$ cat config.mk
export PLATFORM = sky130hd
export DESIGN_NAME = edac_host
export DESIGN_NICKNAME = d
export VERILOG_FILES = /design/src/logic/edac_host_pkg.sv /design/src/logic/synd_sort.sv /design/src/logic/edac_host.sv
export VERILOG_INCLUDE_DIRS = /design/src /design/src/logic
export SDC_FILE = /design/constraint.sdc
export NUM_CORES = 1
export LEC_CHECK = 0
export BUFFER_PORTS_ARGS = -buffer_cell sky130_fd_sc_hd__clkbuf_2
export CORE_MARGIN = 2
export CORE_UTILIZATION = 35
export CTS_CLUSTER_SIZE = 28
export DETAILED_ROUTE_END_ITERATION = 10
export PLACE_DENSITY_LB_ADDON = 0.15
export SYNTH_ARGS = -nofsm -noshare
export SYNTH_HDL_FRONTEND = slang
export SYNTH_SLANG_ARGS = --single-unit
$ cat constraint.sdc
create_clock -name core_clk -period 2.6 [get_ports core_clk]
set_input_delay 0 -clock core_clk [delete_from_list [all_inputs] [get_ports core_clk]]
set_output_delay 0 -clock core_clk [all_outputs]
set_load 0.02 [all_outputs]
$ cat src/logic/edac_host_cfg.svh
// How it works
// - Controller latches the 39-bit word by moving selects from read-flag to latch-input.
// - Corrected word is captured into the output latch on a low-to-high latch enable.
// - A high byte enable frees that byte so the controller drives a modified byte.
// - After altering bytes the controller takes both selects low to regenerate check bits.
`ifndef EDAC_HOST_CFG_SVH
`define EDAC_HOST_CFG_SVH

// ****************************************
// register offsets
// ****************************************
`define EDAC_CTRL_ADDR 8'h00
`define EDAC_MEMDATA_ADDR 8'h04
`define EDAC_MEMCHECK_ADDR 8'h08
`define EDAC_MODDATA_ADDR 8'h0C
`define EDAC_BYTEMASK_ADDR 8'h10
`define EDAC_DIAGDATA_ADDR 8'h14
`define EDAC_RESDATA_ADDR 8'h18
`define EDAC_RESCHECK_ADDR 8'h1C
`define EDAC_SYNDROME_ADDR 8'h20
`define EDAC_PASSDATA_ADDR 8'h24

// ****************************************
// fields and reset values
// ****************************************
`define EDAC_OP_LSB 0
`define EDAC_OP_MSB 1
`define EDAC_ST_BUSY 0
`define EDAC_ST_DONE 1
`define EDAC_ST_ERRN 2
`define EDAC_ST_MERRN 3
`define EDAC_ST_CLS_LSB 4
`define EDAC_ST_CLS_MSB 6
`define EDAC_RST_WORD 32'h0000_0000
`define EDAC_RST_CHECK 7'h00
`define EDAC_RST_MASK 4'h0

// ****************************************
// timing
// ****************************************
`define EDAC_CLK_PERIOD_NS 10
`define EDAC_SETTLE_NS 30
`define EDAC_SETTLE_CYC ((`EDAC_SETTLE_NS + `EDAC_CLK_PERIOD_NS - 1) / `EDAC_CLK_PERIOD_NS)

`endif

$ cat src/logic/edac_host_pkg.sv
`default_nettype none
package edac_host_pkg;
  typedef enum logic [1:0] {
    OP_NONE,
    OP_CHECK,
    OP_RMW,
    OP_DIAG
  } op_t;

  typedef enum logic [2:0] {
    SC_NONE,
    SC_DATA,
    SC_CHECK,
    SC_DOUBLE,
    SC_MULTI
  } synd_class_t;

  typedef enum logic [3:0] {
    ST_IDLE,
    ST_FLAG,
    ST_LATCH,
    ST_CAPT,
    ST_GEN,
    ST_DLCHK,
    ST_DVER,
    ST_DPASS,
    ST_DPOUT,
    ST_DCOR
  } state_t;
endpackage
`default_nettype wire

$ cat src/logic/synd_sort.sv
`include "edac_host_cfg.svh"
`default_nettype none
module synd_sort (
  // syndrome and flags
  input wire logic [6:0] syndrome,
  input wire logic errFlagN,
  input wire logic multiFlagN,
  // class
  output edac_host_pkg::synd_class_t cls
);
  import edac_host_pkg::*;

  logic [2:0] lows;

  // ****************************************
  // count syndrome bits that left the all-high idle value
  // ****************************************
  always_comb begin
    lows = 3'd0;
    for (int i = 0; i < 7; i++) begin
      lows = lows + {2'b00, ~syndrome[i]};
    end
  end

  // odd weights of three or more are data bits unless the flags say otherwise
  always_comb begin
    if (lows == 3'd0) begin
      cls = SC_NONE;
    end else if (lows == 3'd1) begin
      cls = SC_CHECK;
    end else if (!lows[0]) begin
      cls = SC_DOUBLE;
    end else if (!errFlagN && multiFlagN) begin
      cls = SC_DATA;
    end else begin
      cls = SC_MULTI;
    end
  end
endmodule
`default_nettype wire

$ cat src/logic/edac_host.sv
`include "edac_host_cfg.svh"
`default_nettype none
module edac_host (
  // clock and reset
  input wire logic core_clk,
  input wire logic resetn,
  // software port
  input wire logic [7:0] regAddr,
  input wire logic [31:0] regWdata,
  input wire logic regWrite,
  input wire logic regRead,
  output logic [31:0] regRdata,
  // mode, latch and drive-enable controls
  output logic modeSelectHi,
  output logic modeSelectLo,
  output logic outLatchEnableN,
  output logic [3:0] byteDriveEnableN,
  output logic checkPortDriveEnableN,
  // error flags from the device
  input wire logic errFlagN,
  input wire logic multiFaultFlagN,
  // data port
  input wire logic [31:0] dataPortIn,
  output logic [31:0] dataPortOut,
  output logic [31:0] dataPortOe,
  // check port
  input wire logic [6:0] checkPortIn,
  output logic [6:0] checkPortOut,
  output logic [6:0] checkPortOe
);
  import edac_host_pkg::*;

  localparam logic [3:0] SETTLE = 4'(`EDAC_SETTLE_CYC + 1);

  // ****************************************
  // state
  // ****************************************
  state_t state;
  state_t next_state;
  op_t op;
  logic [3:0] waitCnt;
  logic stepEnd;
  logic busy;
  logic done;
  logic [31:0] memData;
  logic [6:0] memCheck;
  logic [31:0] modData;
  logic [3:0] byteMask;
  logic [31:0] diagData;
  logic [31:0] resData;
  logic [6:0] resCheck;
  logic [6:0] syndrome;
  logic [31:0] passData;
  logic capErrN;
  logic capMultiN;
  synd_class_t cls;
  synd_class_t capCls;
  logic ctrlWrite;
  logic [31:0] next_dataOe;
  logic [6:0] next_checkOe;
  logic [31:0] next_dataOut;

  assign ctrlWrite = regWrite && (regAddr == `EDAC_CTRL_ADDR);
  assign busy = (state != ST_IDLE);
  assign stepEnd = busy && (waitCnt == 4'd0);

  // ****************************************
  // software registers
  // ****************************************
  always_ff @(posedge core_clk) begin
    if (!resetn) begin
      memData <= `EDAC_RST_WORD;
      memCheck <= `EDAC_RST_CHECK;
      modData <= `EDAC_RST_WORD;
      byteMask <= `EDAC_RST_MASK;
      diagData <= `EDAC_RST_WORD;
    end else if (regWrite) begin
      if (regAddr == `EDAC_MEMDATA_ADDR) begin
        memData <= regWdata;
      end else if (regAddr == `EDAC_MEMCHECK_ADDR) begin
        memCheck <= regWdata[6:0];
      end else if (regAddr == `EDAC_MODDATA_ADDR) begin
        modData <= regWdata;
      end else if (regAddr == `EDAC_BYTEMASK_ADDR) begin
        byteMask <= regWdata[3:0];
      end else if (regAddr == `EDAC_DIAGDATA_ADDR) begin
        diagData <= regWdata;
      end
    end
  end

  always_ff @(posedge core_clk) begin
    if (!resetn) begin
      regRdata <= 32'h0000_0000;
    end else if (regRead) begin
      if (regAddr == `EDAC_CTRL_ADDR) begin
        regRdata <= {25'h000_0000, 3'(capCls), capMultiN, capErrN, done, busy};
      end else if (regAddr == `EDAC_MEMDATA_ADDR) begin
        regRdata <= memData;
      end else if (regAddr == `EDAC_MEMCHECK_ADDR) begin
        regRdata <= {25'h000_0000, memCheck};
      end else if (regAddr == `EDAC_MODDATA_ADDR) begin
        regRdata <= modData;
      end else if (regAddr == `EDAC_BYTEMASK_ADDR) begin
        regRdata <= {28'h000_0000, byteMask};
      end else if (regAddr == `EDAC_DIAGDATA_ADDR) begin
        regRdata <= diagData;
      end else if (regAddr == `EDAC_RESDATA_ADDR) begin
        regRdata <= resData;
      end else if (regAddr == `EDAC_RESCHECK_ADDR) begin
        regRdata <= {25'h000_0000, resCheck};
      end else if (regAddr == `EDAC_SYNDROME_ADDR) begin
        regRdata <= {25'h000_0000, syndrome};
      end else if (regAddr == `EDAC_PASSDATA_ADDR) begin
        regRdata <= passData;
      end else begin
        regRdata <= 32'h0000_0000;
      end
    end else begin
      regRdata <= 32'h0000_0000;
    end
  end

  // ****************************************
  // sequencer
  // ****************************************
  always_comb begin
    next_state = state;
    case (state)
      ST_IDLE: begin
        if (ctrlWrite && (op_t'(regWdata[`EDAC_OP_MSB:`EDAC_OP_LSB]) != OP_NONE)) begin
          next_state = ST_FLAG;
        end
      end
      ST_FLAG: begin
        if (stepEnd) begin
          if (op == OP_RMW) begin
            next_state = ST_LATCH;
          end else if (op == OP_DIAG) begin
            next_state = ST_DLCHK;
          end else begin
            next_state = ST_IDLE;
          end
        end
      end
      ST_LATCH: next_state = stepEnd ? ST_CAPT : ST_LATCH;
      ST_CAPT: next_state = stepEnd ? ST_GEN : ST_CAPT;
      ST_GEN: next_state = stepEnd ? ST_IDLE : ST_GEN;
      ST_DLCHK: next_state = stepEnd ? ST_DVER : ST_DLCHK;
      ST_DVER: next_state = stepEnd ? ST_DPASS : ST_DVER;
      ST_DPASS: next_state = stepEnd ? ST_DPOUT : ST_DPASS;
      ST_DPOUT: next_state = stepEnd ? ST_DCOR : ST_DPOUT;
      ST_DCOR: next_state = stepEnd ? ST_IDLE : ST_DCOR;
      default: next_state = ST_IDLE;
    endcase
  end

  always_ff @(posedge core_clk) begin
    if (!resetn) begin
      state <= ST_IDLE;
      op <= OP_NONE;
    end else begin
      state <= next_state;
      if (state == ST_IDLE && next_state == ST_FLAG) begin
        op <= op_t'(regWdata[`EDAC_OP_MSB:`EDAC_OP_LSB]);
      end
    end
  end

  // pins are registered, so each step waits one cycle more than the settle time
  always_ff @(posedge core_clk) begin
    if (!resetn) begin
      waitCnt <= 4'd0;
    end else if (next_state != state) begin
      waitCnt <= SETTLE;
    end else if (waitCnt != 4'd0) begin
      waitCnt <= waitCnt - 4'd1;
    end
  end

  // set wins over the clearing write
  always_ff @(posedge core_clk) begin
    if (!resetn) begin
      done <= 1'b0;
    end else if (busy && next_state == ST_IDLE) begin
      done <= 1'b1;
    end else if (ctrlWrite) begin
      done <= 1'b0;
    end
  end

  // ****************************************
  // device controls
  // ****************************************
  always_ff @(posedge core_clk) begin
    if (!resetn) begin
      modeSelectHi <= 1'b1;
      modeSelectLo <= 1'b0;
      outLatchEnableN <= 1'b0;
      checkPortDriveEnableN <= 1'b1;
      byteDriveEnableN <= 4'hF;
    end else begin
      modeSelectHi <= 1'b1;
      modeSelectLo <= 1'b0;
      outLatchEnableN <= 1'b0;
      checkPortDriveEnableN <= 1'b1;
      byteDriveEnableN <= 4'hF;
      case (state)
        ST_LATCH: begin
          modeSelectLo <= 1'b1;
        end
        ST_CAPT: begin
          modeSelectLo <= 1'b1;
          outLatchEnableN <= 1'b1;
          checkPortDriveEnableN <= 1'b0;
        end
        ST_GEN: begin
          modeSelectHi <= 1'b0;
          outLatchEnableN <= 1'b1;
          checkPortDriveEnableN <= 1'b0;
          byteDriveEnableN <= byteMask;
        end
        ST_DLCHK: begin
          modeSelectHi <= 1'b0;
          modeSelectLo <= 1'b1;
        end
        ST_DVER: begin
          modeSelectHi <= 1'b0;
          modeSelectLo <= 1'b1;
          checkPortDriveEnableN <= 1'b0;
        end
        ST_DPASS: begin
          modeSelectHi <= 1'b0;
          modeSelectLo <= 1'b1;
          outLatchEnableN <= 1'b1;
        end
        ST_DPOUT: begin
          modeSelectLo <= 1'b1;
          outLatchEnableN <= 1'b1;
          byteDriveEnableN <= 4'h0;
          checkPortDriveEnableN <= 1'b0;
        end
        ST_DCOR: begin
          modeSelectLo <= 1'b1;
          byteDriveEnableN <= 4'h0;
          checkPortDriveEnableN <= 1'b0;
        end
        default: begin
          modeSelectHi <= 1'b1;
        end
      endcase
    end
  end

  // ****************************************
  // data and check drive
  // ****************************************
  always_comb begin
    next_dataOe = 32'h0000_0000;
    next_checkOe = 7'h00;
    next_dataOut = memData;
    case (state)
      // word held through the latch step so the input latches never race the release
      ST_FLAG, ST_LATCH: begin
        next_dataOe = 32'hFFFF_FFFF;
        next_checkOe = 7'h7F;
      end
      ST_GEN: begin
        for (int b = 0; b < 4; b++) begin
          next_dataOe[8*b +: 8] = {8{byteMask[b]}};
        end
        next_dataOut = modData;
      end
      ST_DLCHK, ST_DVER, ST_DPASS: begin
        next_dataOe = 32'hFFFF_FFFF;
        next_dataOut = diagData;
      end
      default: begin
        next_dataOe = 32'h0000_0000;
      end
    endcase
  end

  // a wide mask cannot fall into ST_GEN with a stale word
  always_ff @(posedge core_clk) begin
    if (!resetn) begin
      dataPortOut <= 32'h0000_0000;
      dataPortOe <= 32'h0000_0000;
      checkPortOut <= 7'h00;
      checkPortOe <= 7'h00;
    end else begin
      dataPortOut <= next_dataOut;
      dataPortOe <= next_dataOe;
      checkPortOut <= memCheck;
      checkPortOe <= next_checkOe;
    end
  end

  // ****************************************
  // captures
  // ****************************************
  synd_sort sorter (
    .syndrome(checkPortIn),
    .errFlagN(errFlagN),
    .multiFlagN(multiFaultFlagN),
    .cls(cls)
  );

  always_ff @(posedge core_clk) begin
    if (!resetn) begin
      capErrN <= 1'b1;
      capMultiN <= 1'b1;
      capCls <= SC_NONE;
    end else if (stepEnd && (state == ST_FLAG || state == ST_CAPT || state == ST_DLCHK
                             || state == ST_DCOR)) begin
      capErrN <= errFlagN;
      capMultiN <= multiFaultFlagN;
      capCls <= (state == ST_FLAG || state == ST_DLCHK) ? SC_NONE : cls;
    end
  end

  always_ff @(posedge core_clk) begin
    if (!resetn) begin
      syndrome <= 7'h7F;
      resCheck <= `EDAC_RST_CHECK;
    end else if (stepEnd) begin
      if (state == ST_CAPT || state == ST_DCOR) begin
        syndrome <= checkPortIn;
      end else if (state == ST_GEN || state == ST_DVER) begin
        resCheck <= checkPortIn;
      end
    end
  end

  always_ff @(posedge core_clk) begin
    if (!resetn) begin
      resData <= `EDAC_RST_WORD;
      passData <= `EDAC_RST_WORD;
    end else if (stepEnd) begin
      if (state == ST_GEN || state == ST_DCOR) begin
        resData <= dataPortIn;
      end else if (state == ST_DPOUT) begin
        passData <= dataPortIn;
      end
    end
  end
endmodule
`default_nettype wire

# == Word level (Yosys, flattened, before mapping) ==
# Index checks and enable logic that the tools add are counted.
# op_classes
n_reduce_logical,45
n_bitwise,15
add_sub_neg,7
n_mux,40
eq_ne,23
# op_table
operator,count
32-bit two-way mux,9
32-bit case mux with 2 select lines,2
4-bit case mux with 10 select lines,1
3-bit two-way mux,11
8-bit by 5-bit equality test with 1-bit output (second input constant),4
4-bit by 3-bit equality test with 1-bit output (second input constant),4
8-bit by 4-bit equality test with 1-bit output (second input constant),2
8-bit by 6-bit equality test with 1-bit output (second input constant),2
4-bit two-way mux,4
3-bit by 1-bit adder with 3-bit output,5
1-bit inverter,15
7-bit two-way mux,2
4-bit zero test,3
5-bit OR reduction,2
1-bit two-way mux,9
3-bit AND reduction,3
4-bit by 1-bit equality test with 1-bit output (second input constant),2
4-bit by 2-bit equality test with 1-bit output (second input constant),2
4-bit equality test (second input constant),2
8-bit by 3-bit equality test with 1-bit output (second input constant),1
8-bit zero test,1
4-bit case mux with 2 select lines,1
2-bit AND reduction,4
4-bit nonzero test,2
18 further kinds,37
# totals
wordCells,158
inputBits,85
regBits,319
out_inout_bits,118

# == Depth between registers and ports, before layout ==
# logic_depth
ltp_word,11
depth_mapped,13
mapped_depth_nobuf,13

# == By module ==
# Synthesis repeated with hierarchy kept, for this count alone.
# unflattened
hier_cells,1552
area_unflattened_um2,12752.2
# modules_own_cells
module,cells_each,seq_area_each_um2,area_each_um2,instances
edac_host,1536,5705.5,12607.1,1
synd_sort,16,0.0,145.1,1

# == Worst setup path after synthesis ==
# Ideal clock, no wire load.
# synth_path
kind,in2reg
from,input port checkPortIn[0]
to,register capCls[2]
arrival_time_ns,2.596
required_time_ns,2.534
slack_ns,-0.061
setup_ns,0.066
stages,13
path_buffers,0
cell_sequence,inv_1 -> ha_1 -> inv_1 -> fa_1 -> fa_1 -> inv_1 -> ha_1 -> fa_1 -> xor2_1 -> nor2_1 -> a211oi_1 -> a32oi_1 -> nor2b_1
# synth_between
elab_chain_cells,11
word_cells_on_any_way,13
cone_classes,6 x add/sub; 1 x eq/ne; 4 x mux; 1 x bitwise; 1 x reduce/logical
# synth_rtl
item,line_no,rtl
start: declaration,edac_host.sv:27,"input wire logic [6:0] checkPortIn,"
1-bit inverter (*),synd_sort.sv:21,"lows = lows + {2'b00, ~syndrome[i]};"
1-bit by 1-bit adder with 2-bit output (*),synd_sort.sv:21,
3-bit by 1-bit adder with 3-bit output (*) (5 in series),synd_sort.sv:21,
3-bit by 1-bit equality test with 1-bit output / 3-bit two-way mux (equally long branches),"synd_sort.sv:29, synd_sort.sv:31",
3-bit two-way mux,synd_sort.sv:29,end else if (lows == 3'd1) begin
3-bit two-way mux (*),synd_sort.sv:27,if (lows == 3'd0) begin
3-bit two-way mux (*),edac_host.sv:318,capCls <= (state == ST_FLAG || state == ST_DLCHK) ? SC_NONE : cls;
end signal: assignment,edac_host.sv:318,
end: declaration,edac_host.sv:57,synd_class_t capCls;
# Every way passes the cells marked *; elsewhere a longest branch is shown, timed or not.
# A chain may end at the register's enable or synchronous reset.

# == Worst setup path in the final report ==
# layout_path
from,input port checkPortIn[4]
to,register capCls[1]
# layout_between
elab_chain_cells,8
word_cells_on_any_way,10
cone_classes,3 x add/sub; 1 x eq/ne; 4 x mux; 1 x bitwise; 1 x reduce/logical
# layout_rtl
item,line_no
1-bit inverter (*),synd_sort.sv:21
3-bit by 1-bit adder with 3-bit output (*) (3 in series),synd_sort.sv:21
3-bit by 1-bit equality test with 1-bit output / 3-bit two-way mux (equally long branches),"synd_sort.sv:29, synd_sort.sv:31"
3-bit two-way mux,synd_sort.sv:29
3-bit two-way mux (*),synd_sort.sv:27
3-bit two-way mux (*),edac_host.sv:318
# Marked as above.

==> run summary <==
POWER AND IR DROP
---------------------------------------------------------------------------------
Power Dens Cells ...................................................  606 nW/um^2
Worst supply voltage drop on vdd ...................................     0.516 mV
Cell leakage power .................................................      6.29 nW
Post-route total power .............................................      9.64 mW

TIMING
---------------------------------------------------------------------------------
Shortest period the worst path allows ..............................      2.51 ns
Final Hold Violating Endpoints .....................................            0
Worst Clk Skew .....................................................    0.0109 ns
Final count of pins violating max slew .............................            0
Max Fclk ...........................................................      399 MHz
Slew at the pin with the worst max-slew slack ......................     0.720 ns
Relative max-transition margin .....................................        0.520
Tcrit/Tclk final ...................................................        0.964
Final setup vio count ..............................................            0
Total Negative Setup Slacks ........................................         0 ns
RSZ-0062 raised after global routing ...............................           no
Post-route worst setup slack .......................................    0.0938 ns

DETAILED ROUTING
---------------------------------------------------------------------------------
Detail-routed via count per cell ...................................         5.12
DRC ................................................................            0
Drt first pass iters ...............................................            7
DRT antenna net count ..............................................            0
Iter 0 DRT Violations ..............................................          898
DR WL/cell ......................................................... 18.7 microns
Routed WL .......................................................... 42100 microns
Total number of vias ...............................................        11536

GLOBAL ROUTING
---------------------------------------------------------------------------------
Maximum number of pins on one net before global-route repair .......           99
Antenna violations before repair ...................................            4
Overall Global Routing Usage .......................................        0.216
Global-route wire length before repair ............................. 65100 microns
Via count of the first global-routing pass .........................        11091
Congestion Overflow GR .............................................            0

PLACEMENT
---------------------------------------------------------------------------------
Worst slack at placement ...........................................    -0.272 ns
Post-DP HPWL ....................................................... 28500 microns
Number of buffer cells added on primary ports ......................          202
# placed instances .................................................         2112
Gp weighted congestion .............................................        0.820

SETUP PATH
---------------------------------------------------------------------------------
Data required time at the worst endpoint ...........................      3.07 ns
R2R setup slack ....................................................      0.22 ns
Endpoint type of the worst setup path ..............................         flop
Type of the worst setup path .......................................    in -> reg
Startpoint type of the worst setup path ............................   input port
Worst endpoint data arrival time ...................................      2.98 ns
Critical-path maximum fanout .......................................            3

FINISH
---------------------------------------------------------------------------------
Layout overhead on the synthesized area ............................        23.9%
Final Util .........................................................        0.437
Number of non-filler instances in the completed layout .............         2254
Fraction of final layout cells with drive strength greater than 1 ..        0.189
Net count of the finished layout ...................................         1852
Filler cell count ..................................................         3701

YOSYS
---------------------------------------------------------------------------------
Post-synthesis cell type count .....................................           58
Post-synthesis sequential area ratio ...............................        0.445
Nets in the synthesized netlist ....................................         1658
Yosys warnings .....................................................            0
Mean cell area of the mapped netlist ...............................   8.19 sq um
Top FF cell, synth ................................................. sky130_fd_sc_hd__dfxtp_1
Post-Syn Area ......................................................  12800 sq um
Number of enable-type register cells in the synthesized netlist ....            0
Cell count after synthesis .........................................         1566
Post-synth ARST share ..............................................            0
Flops & latches, synth .............................................          285

CLOCK NETWORK
---------------------------------------------------------------------------------
H-tree depth .......................................................            1
Clock transition at path regs ......................................      0.06 ns
Clock sinks ........................................................          285
Number of clock buffers inserted by TritonCTS ......................           31
Root Buffer Master ................................................. sky130_fd_sc_hd__clkbuf_16
Postcts setup bufs .................................................            0
Source-to-sink clock delay at the later pin of the worst-skew pair .      0.58 ns
Deepest clock path buffer count ....................................            3
CTS tree ...........................................................          yes

DIE
---------------------------------------------------------------------------------
Starting utilization of the core area ..............................        0.353
Die Span X .........................................................  195 microns
Number of core rows ................................................           70
Number of placed I/O pins ..........................................          203
Std-Cell Core Area .................................................  36300 sq um
Die extent in y ....................................................  195 microns
DIE AREA ...........................................................  38200 sq um

JOB
---------------------------------------------------------------------------------
Count of maximum capacitance violations ............................            0

RUN STATUS
---------------------------------------------------------------------------------
Status .............................................................    completed

HOLD PATH
---------------------------------------------------------------------------------
Hold crit path type ................................................    in -> reg

[state kept, by name, indices dropped and copies added, names as in the netlist, 2 cells and up]
| register | count |
|---|---|
| checkPortOut | 7 |
| syndrome | 7 |
| memData | 32 |
| memCheck | 7 |
| resData | 32 |
| dataPortOut | 32 |
| state | 4 |
| diagData | 32 |
| resCheck | 7 |
| passData | 32 |
| byteDriveEnableN | 4 |
| op | 2 |
| waitCnt | 4 |
| regRdata | 32 |
| modData | 32 |
| dataPortOe | 4 |
| byteMask | 4 |
| capCls | 3 |
[path summary, 6_finish.rpt]
| kind | to | startpoint | cells after the start |
|---|---|---|---|
| hold reg to reg | resCheck[5] | resCheck[5] | 2 |
| setup reg to reg | capMultiN | waitCnt[0] | 9 |
| setup / recovery | capCls[1] | checkPortIn[4] | 12 |
| hold / removal | regRdata[6] | regAddr[5] | 5 |
[final cells by class]
type / count / area (sq um) / share of cell area
Clock buffer: 50 / 937 / 0.0590
Timing Repair Buffer: 327 / 2200 / 0.138
Clock inverter: 7 / 68.8 / 0.00433
Tap cell: 468 / 586 / 0.0368
Sequential cell: 285 / 5710 / 0.359
Antenna cell: 2 / 5.00 / 0.000315
Multi-Input combinational cell: 1099 / 6320 / 0.398
Inverter: 16 / 65.1 / 0.00409
[worst max-delay path: stages]
cell and delay, ns:
sky130_fd_sc_hd__dlygate4sd3_1 0.53, sky130_fd_sc_hd__clkbuf_2 0.13, sky130_fd_sc_hd__fa_1 0.51, sky130_fd_sc_hd__fa_1 0.52, sky130_fd_sc_hd__inv_1 0.05, sky130_fd_sc_hd__ha_2 0.16
sky130_fd_sc_hd__fa_2 0.33, sky130_fd_sc_hd__xor2_1 0.18, sky130_fd_sc_hd__nor2_2 0.17, sky130_fd_sc_hd__xor2_1 0.15, sky130_fd_sc_hd__o21ai_1 0.07, sky130_fd_sc_hd__and2_1 0.16
[through the flow]
stage / hold slack (ns) / cell area, sq um
floorplan: 0.125 / 12900
global placement: 0.246 / 14000
detailed placement: 0.243 / 14000
CTS: 0.0147 / 15900
global route: 0.0900 / 15900
finish: 0.0536 / 15900
[cell families (layout without fill, tap and decap cells)]
logic type | count (synthesis) | after routing | synth area share
and+or+nand+nor | 598 | 598 | 0.203
AOI/OAI and AO/OA | 436 | 436 | 0.229
DFF | 285 | 285 | 0.445
buffers and inverters | 182 | 400 | 0.0661
muxes | 54 | 54 | 0.0449
adders and majority gates | 7 | 7 | 0.00858
xor gates and xnor gates | 4 | 4 | 0.00273
other | 0 | 2 | 0
[cell usage in the layout, fill, tap and decap left out, drive strengths merged, types with 7 or more instances in the layout]
cell type / netlist / layout
nand2: 426 / 426
dfxtp: 285 / 285
clkbuf: 111 / 251
a21boi: 176 / 176
a21oi: 126 / 126
dlygate4sd3: 0 / 83
nand3: 56 / 56
o21ai: 48 / 48
buf: 55 / 43
o211a: 32 / 32
mux2: 28 / 28
mux2i: 26 / 26
or4: 26 / 26
nor2: 24 / 24
inv: 16 / 17
nor2b: 16 / 16
and2: 14 / 14
a221oi: 11 / 11
nor3: 10 / 10
and3: 8 / 8
o22ai: 7 / 7
[what timing repair did]
| item | 4_1_cts | 5_1_grt |
|---|---|---|
| hold buffers | 83 | 0 |
| endpoints found under the hold margin | 220 | 0 |
| resized for setup | 0 | 1 |
| setup endpoints to repair | 0 | 1 |
[per-layer routing]
| layer | up-vias | track usage | part of all wire |
|---|---|---|---|
| met5 | - | 0 | 0.00057 |
| met3 | 52 | 0.0385 | 0.062 |
| met1 | 5435 | 0.323 | 0.50 |
| li1 | 5704 | - | - |
| met2 | 341 | 0.323 | 0.42 |
| met4 | 4 | 0.0489 | 0.017 |
[power breakdown]
group,internal [mW],switching (mW)
registers,4.39,0.0257
logic,0.349,0.484
clock network,2.55,1.84
total,7.29,2.35
[Yosys cell counts (4+ instances only)]
library cell	count	area, sq um
sky130_fd_sc_hd__mux2_2	28	315
sky130_fd_sc_hd__inv_1	16	60.1
sky130_fd_sc_hd__and2_1	13	81.3
sky130_fd_sc_hd__a22oi_1	4	30.0
sky130_fd_sc_hd__o32ai_1	4	35.0
sky130_fd_sc_hd__nand2_1	426	1600
sky130_fd_sc_hd__o211a_1	32	320
sky130_fd_sc_hd__clkbuf_1	111	417
sky130_fd_sc_hd__o21ai_0	48	240
sky130_fd_sc_hd__dfxtp_1	285	5710
sky130_fd_sc_hd__o211ai_1	6	45.0
sky130_fd_sc_hd__or4_1	26	195
sky130_fd_sc_hd__buf_1	10	37.5
sky130_fd_sc_hd__ha_1	4	50.1
sky130_fd_sc_hd__a21boi_1	5	37.5
sky130_fd_sc_hd__o22ai_1	7	43.8
sky130_fd_sc_hd__nand3_1	56	280
sky130_fd_sc_hd__nand2b_1	4	25.0
sky130_fd_sc_hd__a21boi_0	171	1280
sky130_fd_sc_hd__nor2_1	24	90.1
sky130_fd_sc_hd__a21oi_1	126	631
sky130_fd_sc_hd__a21o_1	6	45.0
sky130_fd_sc_hd__buf_2	6	30.0
sky130_fd_sc_hd__nor3_1	9	45.0
sky130_fd_sc_hd__a221oi_1	11	96.3
sky130_fd_sc_hd__mux2i_1	26	260
sky130_fd_sc_hd__and3_1	8	50.1
sky130_fd_sc_hd__nor2b_1	16	100
sky130_fd_sc_hd__buf_4	36	270
(Power assumes the default switching activity.)
